`src/pkg/esd_pkg.sv`:
```
// Package for the bus-side decode and slave DMA burst glue.
// Assumes one synchronous clock (ref_clk, 10 MHz) standing in for the bus
// clock, and inputs already synchronous to it.
package esd_pkg;

  // ---------------------------------------------------------------------
  // Address decode
  // ---------------------------------------------------------------------
  localparam int unsigned ADDR_W        = 14;           // Address bits 15..2.
  localparam int unsigned DEC_LSB       = 2;            // Bit 4 within field.
  localparam int unsigned DEC_W         = 12;           // Bits 15..4 compared.
  localparam logic [11:0] DEC_BASE_RST  = 12'h030;      // Default I/O base.
  localparam logic [11:0] DEC_MASK_RST  = 12'hfff;      // All bits compared.

  // ---------------------------------------------------------------------
  // Data path and timing
  // ---------------------------------------------------------------------
  localparam int unsigned DATA_W        = 32;
  localparam int unsigned CLK_PERIOD_NS = 100;
  localparam int unsigned COMP_CYC_HALF = 3;            // 1.5 clocks in halves.
  localparam int unsigned COMP_STB_HALF = 1;            // 0.5 clock strobe.
  // Whole cycles a compressed access occupies, rounded up.
  localparam int unsigned COMP_CYCLES   = (COMP_CYC_HALF + 1) / 2;

  typedef enum logic [1:0] {
    ESD_IDLE,
    ESD_WRITE,
    ESD_READ,
    ESD_WAIT
  } esd_dma_e;

endpackage : esd_pkg
```
`src/logic/esd_addr_latch.sv`:
```
// Address and enable latch for the I/O decode path.
// Assumes the address strobe and address qualifier are synchronous inputs.
`timescale 1ns/1ps
module esd_addr_latch (
  input  wire logic                          ref_clk,
  input  wire logic                          rst,
  input  wire logic                          address_strobe_n,
  input  wire logic [esd_pkg::ADDR_W-1:0]    addrIn,
  input  wire logic                          addrEnable,
  output logic      [esd_pkg::ADDR_W-1:0]    addrLatched,
  output logic                               aenLatched,
  output logic                               strobeRise
);

  logic strobeN_r;
  logic [esd_pkg::ADDR_W-1:0] addr_r;
  logic aen_r;

  // -----------------------------------------------------------------------
  // Transparent while the strobe is low, held from its trailing edge
  // -----------------------------------------------------------------------
  assign strobeRise  = address_strobe_n & ~strobeN_r;
  assign addrLatched = address_strobe_n ? addr_r : addrIn;
  assign aenLatched  = address_strobe_n ? aen_r : addrEnable;

  always_ff @(posedge ref_clk or posedge rst)
  begin
    if (rst)
    begin
      strobeN_r <= 1'b1;
      addr_r    <= '0;
      aen_r     <= 1'b1;
    end
    else
    begin
      strobeN_r <= address_strobe_n;
      if (!address_strobe_n)
      begin
        addr_r <= addrIn;
        aen_r  <= addrEnable;
      end
    end
  end
endmodule : esd_addr_latch

```
`src/logic/esd_glue.sv`:
```
// Bus glue: local device select decode, compressed cycle timing and slave
// DMA burst data path. Assumes the bus clock drives ref_clk and that the
// bus master keeps its own obligations.
//
// Summary of operation
// Select low on address match and enable low.
// Master ends no-wait request at strobe rise.
// Compressed cycle: 1.5 clocks, half-clock strobe. The glue holds compressedActive for 2 whole clocks and compressedStrobe for 1.
// Bus clock times all DMA bursts.
// DMA acknowledge held for whole cycle.
// Acknowledge routes beats straight to data path.
// Direction high on write; cycle strobe marks writes.
// Not ready postpones the next beat.
// Ready pin used only in DMA mode.
// Address latched at strobe trailing edge.
`timescale 1ns/1ps
module esd_glue (
  input  wire logic                        ref_clk,
  input  wire logic                        rst,
  input  wire logic                        address_strobe_n,
  input  wire logic [esd_pkg::ADDR_W-1:0]  addrIn,
  input  wire logic                        addrEnable,
  input  wire logic [esd_pkg::DEC_W-1:0]   decodeBase,
  input  wire logic [esd_pkg::DEC_W-1:0]   decodeMask,
  output logic                             local_device_select_n,
  input  wire logic                        noWaitReq_n,
  input  wire logic                        ioRead_n,
  input  wire logic                        ioWrite_n,
  output logic                             compressedActive,
  output logic                             compressedStrobe,
  input  wire logic                        local_bus_mode_select_n,
  input  wire logic                        dmaModeEnable,
  input  wire logic                        datapath_select_n,
  input  wire logic                        dma_direction,
  input  wire logic                        dma_cycle_strobe_n,
  input  wire logic                        ready_return_n,
  input  wire logic [esd_pkg::DATA_W-1:0]  busDataIn,
  output logic      [esd_pkg::DATA_W-1:0]  busDataOut,
  output logic                             busDataOe,
  output logic                             pathWrValid,
  output logic      [esd_pkg::DATA_W-1:0]  pathWrData,
  output logic                             pathRdTake,
  input  wire logic [esd_pkg::DATA_W-1:0]  pathRdData,
  output logic                             regAccessSel
);

  logic [esd_pkg::ADDR_W-1:0] addrLatched;
  logic                       aenLatched;
  logic                       strobeRise;

  esd_addr_latch u_latch (
    .ref_clk          (ref_clk),
    .rst              (rst),
    .address_strobe_n (address_strobe_n),
    .addrIn           (addrIn),
    .addrEnable       (addrEnable),
    .addrLatched      (addrLatched),
    .aenLatched       (aenLatched),
    .strobeRise       (strobeRise)
  );

  // -----------------------------------------------------------------------
  // Local device decode
  // -----------------------------------------------------------------------
  wire [esd_pkg::DEC_W-1:0] decField =
    addrLatched[esd_pkg::DEC_LSB +: esd_pkg::DEC_W];
  wire decHit = ((decField ^ decodeBase) & decodeMask) == '0;
  // The select is combinational so it tracks the latched address at once.
  assign local_device_select_n = ~(decHit & ~aenLatched);

  // -----------------------------------------------------------------------
  // Compressed cycle: the strobe half-period is the clock low phase, so the
  // qualified strobe is emitted as a flag for the pad logic to AND with it.
  // -----------------------------------------------------------------------
  logic [1:0] compCnt_r;
  logic [1:0] compCnt_nxt;
  wire ioStrobe  = ~ioRead_n | ~ioWrite_n;
  wire compStart = ~noWaitReq_n & ~local_device_select_n & ioStrobe &
                   (compCnt_r == 2'h0);
  assign compCnt_nxt = compStart ? 2'(esd_pkg::COMP_CYCLES) :
                       (compCnt_r != 2'h0) ? compCnt_r - 2'h1 : 2'h0;
  assign compressedActive = compCnt_r != 2'h0;
  assign compressedStrobe = compCnt_r == 2'(esd_pkg::COMP_CYCLES);

  always_ff @(posedge ref_clk or posedge rst)
  begin
    if (rst)
      compCnt_r <= 2'h0;
    else
      compCnt_r <= compCnt_nxt;
  end

  // -----------------------------------------------------------------------
  // Slave DMA burst, clocked by the bus clock
  // -----------------------------------------------------------------------
  esd_pkg::esd_dma_e state_r;
  esd_pkg::esd_dma_e state_nxt;
  logic [esd_pkg::DATA_W-1:0] wrData_r;
  logic [esd_pkg::DATA_W-1:0] rdData_r;
  logic wrValid_r;

  // The ready pin only means bus ready in DMA mode; elsewhere it is ignored.
  wire dmaMode  = dmaModeEnable & local_bus_mode_select_n;
  wire busReady = dmaMode ? ~ready_return_n : 1'b1;
  wire dmaSel   = dmaMode & ~datapath_select_n;
  wire wrBeat   = dmaSel & dma_direction & ~dma_cycle_strobe_n &
                  busReady;  // see R7
  wire rdBeat   = dmaSel & ~dma_direction & busReady;  // see R7

  assign regAccessSel = ~dmaSel & ~local_device_select_n;
  assign pathWrValid  = wrValid_r;
  assign pathWrData   = wrData_r;
  assign pathRdTake   = rdBeat;
  assign busDataOut   = rdData_r;
  assign busDataOe    = dmaSel & ~dma_direction;

  always_comb
  begin
    state_nxt = state_r;
    case (state_r)
      esd_pkg::ESD_IDLE,
      esd_pkg::ESD_WRITE,
      esd_pkg::ESD_READ,
      esd_pkg::ESD_WAIT:
      begin
        if (!dmaSel)
          state_nxt = esd_pkg::ESD_IDLE;
        else if (!busReady)
          state_nxt = esd_pkg::ESD_WAIT;
        else if (wrBeat)
          state_nxt = esd_pkg::ESD_WRITE;
        else if (rdBeat)
          state_nxt = esd_pkg::ESD_READ;
        else
          state_nxt = esd_pkg::ESD_WAIT;
      end
      default:
        state_nxt = esd_pkg::ESD_IDLE;
    endcase
  end

  always_ff @(posedge ref_clk or posedge rst)
  begin
    if (rst)
    begin
      state_r   <= esd_pkg::ESD_IDLE;
      wrData_r  <= '0;
      rdData_r  <= '0;
      wrValid_r <= 1'b0;
    end
    else
    begin
      state_r   <= state_nxt;
      wrValid_r <= wrBeat;
      if (wrBeat)
        wrData_r <= busDataIn;
      if (rdBeat)
        rdData_r <= pathRdData;
    end
  end
endmodule : esd_glue

```
`config.mk`:
```
export PLATFORM = sky130hd
export DESIGN_NAME = esd_glue
export DESIGN_NICKNAME = d
export VERILOG_FILES = /design/src/pkg/esd_pkg.sv /design/src/logic/esd_addr_latch.sv /design/src/logic/esd_glue.sv
export SDC_FILE = /design/constraint.sdc
export NUM_CORES = 1
export LEC_CHECK = 0
export ABC_AREA = 1
export BUFFER_PORTS_ARGS = -buffer_cell sky130_fd_sc_hd__buf_4
export CAP_MARGIN = 30
export CORE_ASPECT_RATIO = 1.75
export CORE_MARGIN = 3
export CORE_UTILIZATION = 48
export CTS_CLUSTER_DIAMETER = 60
export DETAILED_ROUTE_END_ITERATION = 10
export GPL_TIMING_DRIVEN = 0
export PLACE_DENSITY_LB_ADDON = 0.15
export SLEW_MARGIN = 10
export SYNTH_ARGS = -nofsm -noshare
export SYNTH_HDL_FRONTEND = slang
export SYNTH_SLANG_ARGS = --single-unit
export TNS_END_PERCENT = 1
```
`constraint.sdc`:
```
create_clock -name ref_clk -period 5.9 [get_ports ref_clk]
set_input_delay 0.295 -clock ref_clk [delete_from_list [all_inputs] [get_ports ref_clk]]
set_output_delay 0.295 -clock ref_clk [all_outputs]
set_load 0.02 [all_outputs]
```
**After elaboration in Yosys (flattened, before gate mapping)**

Cells that the tools add are included.

- Register bits after elaboration: 82
- Input port bits: 115
- Output and inout port bits: 71

- Add/sub/neg operators: 1
- Equality and inequality tests: 1
- Muxes and demuxes: 5
- Bitwise operators: 25
- Reductions and logical operators: 3

Operator list:

| kind | count |
|---|---|
| $mux 14 | 1 |
| $and 1x1->1 | 12 |
| $and 12x12->12 | 1 |
| $logic_not 12->1 | 1 |
| $xor 12x12->12 | 1 |
| $not 1->1 | 10 |
| $mux 2 | 2 |
| $eq 2x2->1 const B | 1 |
| $logic_not 2->1 | 1 |
| $mux 1 | 2 |
| $reduce_bool 2->1 | 1 |
| $sub 2x1->2 const B | 1 |
| $or 1x1->1 | 1 |

**Longest topological paths before layout**

- Depth in word-level cells: 9
- Mapped depth: 13
- Depth with buffers taken out: 11

**Cells and area by module**

A second synthesis with hierarchy kept.

- Cells, all modules: 418
- Area total of the unflattened synthesis: 3488.3 um^2

Modules (own cells, without submodules):

| module | instances | cells an instance | area an instance (um^2) |
|---|---|---|---|
| esd_glue | 1 | 351 | 2840.2 |
| esd_addr_latch | 1 | 67 | 648.1 |

**Worst setup path before layout**

Ideal clock, no wire load.

- Kind: input -> output
- Start point: in address_strobe_n
- End point: out regAccessSel
- Arrival: 1.356 ns
- Setup slack: 4.249 ns
- Cell stages on the path: 13
- Path buffers: 2
- Cells stage by stage: buf_6 > inv_6 > buf_8 > nand2_2 > nand2_2 > nand2_1 > nand3_1 > nand2_1 > inv_1 > nand2_1 > nor2_2 > nand2_2 > nor2_2

- Word-level cells in the longest chain between the ends: 6
- Elaborated cells on any way between the ends: 8

RTL lines:

| element | RTL line | RTL |
|---|---|---|
| start, declared | esd_glue.sv:20 | `input wire logic address_strobe_n,` |
| $mux 14 | n/a |  |
| via addrLatched (one bit) | esd_glue.sv:47 | `logic [esd_pkg::ADDR_W-1:0] addrLatched;` |
| $xor 12x12->12 | esd_glue.sv:67 | `wire decHit = ((decField ^ decodeBase) & decodeMask) == '0;` |
| $and 12x12->12 | esd_glue.sv:67 |  |
| $logic_not 12->1 | esd_glue.sv:67 |  |
| $and 1x1->1 | esd_glue.sv:69 | `assign local_device_select_n = ~(decHit & ~aenLatched);` |
| $and 1x1->1 | esd_glue.sv:110 | `assign regAccessSel = ~dmaSel & ~local_device_select_n;` |
| end, declared | esd_glue.sv:44 | `output logic regAccessSel` |

The timed path passes the listed nets, and every way through them passes these cells.

**Final worst setup path**

- Start point: reg u_latch.aen_r
- End point: out regAccessSel

- Word-level cells in the longest chain between the ends: 4

RTL lines:

| element | RTL line | RTL |
|---|---|---|
| start, declared | esd_addr_latch.sv:17 | `logic aen_r;` |
| start signal, assigned | esd_addr_latch.sv:40 | `aen_r <= addrEnable;` |
| $mux 1 | n/a |  |
| $not 1->1 | esd_glue.sv:69 |  |
| $and 1x1->1 | esd_glue.sv:69 |  |
| $and 1x1->1 | esd_glue.sv:110 |  |

No other way between the ends.

==> flow_summary.toml <==
[floorplan]
dieArea_um2 = 8196
die-height_um = 117.5
die_w_um = 69.74
num_rows = 40
placeableCoreArea_um2 = 6907
num_io_pins = 186
start_util = 0.4940

[clock_network]
htreeDepth = 3
root_buffer = "clkbuf_16"
cts_setup_buffers = 0
cts-resized-gates = 0
clock_sinks = 80
clk_latency_ns = 0.33
clock_path_buffers = 2
cts_hold_buf = 1
cts_tree = "done"
cts_buffers = 9
clk_pin_slew_worst_paths_ns = 0.06

[worst_hold_path]
hold_class = "in -> reg"
hold_path_depth = 3

[power_and_ir_drop]
power.leakage_nw = 3.048
vdd_ir_drop_max_mv = 0.2985
internal_power_mw = 1.239
switchingPower_mw = 0.5055
seq_power_share = 0.398
power_mw = 1.744
p_clk_frac = 0.346
combPwrFrac = 0.256
switching_share = 0.2898
p_per_area_nw_per_um2 = 332.0

[drt]
viasPerCell = 4.745
totalWireLength_mm = 9.300
firstDrtPassIters = 6
drt_iter0_markers = 111
wl_per_cell_um = 13.40
drc = 0
vias = 3293
ant_nets = 0

[timing]
slew_viol_final = 0
tns_ns = 0
setup_viol = 0
finalHoldViolations = 0
clock.fmax_mhz = 523.5
finClkSkew_ns = 0.007810
max-slew-margin-rel = 0.7184
fin_crit_sh = 0.3237
rsz0062_at_grt = "false"
fin_crit_ns = 1.910
worst_slew_pin_slew_ns = 0.4192

[place]
hpwl_mm = 7.145
dpl-instance-area_um2 = 4913
port_buffers = 182
gp_congestion = 0.8438
place_inst = 677

[global_routing]
grt_max_degree = 53
grt_pass1_wl_mm = 15.46
grt_overflow = 0
grtUsageTotal = 0.2373
antenna_found_initial = 0
grt_pass1_vias = 3376

[logic_synthesis]
seq_area_frac_synth = 0.5871
ys_ff_latch = 80
synth_top_cell_by_area = "dfrtp_1"
syn-mean-instance-area_um2 = 8.322
synth.distinct_cells = 22
synth.top_cell.area_share = 0.5794
synth_area_leaders = "dfrtp_1 58%, nand2_1 27%, nand3_1 3.1%, nand2_2 2.0%, buf_2 1.8%"
yosys_warnings = 0
synthFlopType = "dfrtp_1"
syn_area_um2 = 3412
syn-num-nets = 525
synthArstFlopShare = 1.000
synth_edf_count = 0
yosys-top-cells-count = "241 x nand2_1, 79 x dfrtp_1, 21 x nand3_1"
synth_most_common_cell = "nand2_1"
synthCells = 410

[layout]
drive_gt1_frac = 0.3951
register_area_um2 = 2003
multi_input_area_um2 = 1220
diodes = 0
layout.cells.non_filler = 694
design_area_um2 = 5255
syn_to_final_growth_pct = 54.02
fillers = 522
fin_nets = 720
fin_util = 0.7609

[run]
max_cap_violations = 0

[worst_setup_path]
worstRegToRegCells = 8
crit_required_ns = 5.61
crit_path_max_fanout = 2
crit_arrival_ns = 1.62
criticalPathCategory = "reg -> out"
startpoint_type = "flop"
critPathCaptureType = "output pin"

[run_status]
status = "finished, final reports clean"
[layout by cell type (no fill, tap or decap), types with 4 or more instances in the layout]
cell type  netlist  layout
dfrtp_1         79      79
buf_2           12      12
nand3b_1         4       4
inv_2            5       5
inv_1           16      15
nand3_1         21      21
nor2_2           5       5
nand2_2         11      11
nand2_1        241     241
clkbuf_16        0       9
buf_4            0     182
[flip-flops by register name, summed over array words and instances, names as in the netlist]
register and count:
busDataOut 32, pathWrData 32, u_latch.addr_r 12, compCnt_r 2, pathWrValid 1, u_latch.aen_r 1
[routing by layer]
metal  track usage  part of all wire  wire length [µm]
met2        0.4199              0.52              4859
met3       0.08034             0.090               840
met4        0.1163             0.031               287
met5             0                 0                 0
met1        0.2461              0.36              3312
[cells by family after synthesis]
logic type      after synthesis  synth area share
buf+inv                      38           0.05537
simple gates                288            0.3502
compound gates                4          0.007336
flops                        80            0.5871
[worst max-delay path, stage by stage (launching register included)]
cell     delay, ns
dfstp_2       0.36
or2_1         0.21
o21ai_1       0.09
nand2_1       0.07
inv_1         0.05
nand2_1       0.06
nor2_2        0.14
nand2_2       0.09
nor2_2        0.07
buf_4         0.14
[final timing paths]
| kind | startpoint | to | slack, ns |
|---|---|---|---|
| worst min-delay path | pathRdData[1] | busDataOut[1] | 0.16 |
| max in group asynchronous | rst | busDataOut[24] | 4.80 |
| worst max-delay path | u_latch.aen_r | regAccessSel | 3.99 |
| worst max register to register | u_latch.aen_r | compCnt_r[1] | 4.68 |
| worst min register to register | compCnt_r[0] | compCnt_r[0] | 0.46 |
| min in group asynchronous | rst | busDataOut[13] | 0.52 |
[power groups by stage]
stage / Clock [mW] / Sequential (mW) / Combinational, mW
final: 0.604 / 0.694 / 0.447
after global routing: 0.636 / 0.705 / 0.485
after CTS: 0.614 / 0.693 / 0.453
after detailed placement: 0 / 0.700 / 0.452
after global placement: 0 / 0.696 / 0.439
after floorplan: 0 / 0.804 / 0.109
[layout make-up]
type	instances	area share
multi-input combinational	292	0.2321
buffer	15	0.01857
timing repair buffer	184	0.2671
tap	84	0.02000
clock inverter	5	0.01500
sequential	80	0.3812
clock buffer	11	0.04810
inverter	23	0.01786
[metrics by stage]
| stage | setup slack (ns) | hold slack (ns) |
|---|---|---|
| floorplan | 3.555 | 0.4116 |
| global placement | 2.644 | 0.4430 |
| detailed placement | 4.147 | 0.3211 |
| CTS | 3.960 | 0.1497 |
| global route | 3.862 | 0.1519 |
| finish | 3.990 | 0.1580 |
Note: power is estimated with default switching activity, not from simulation.
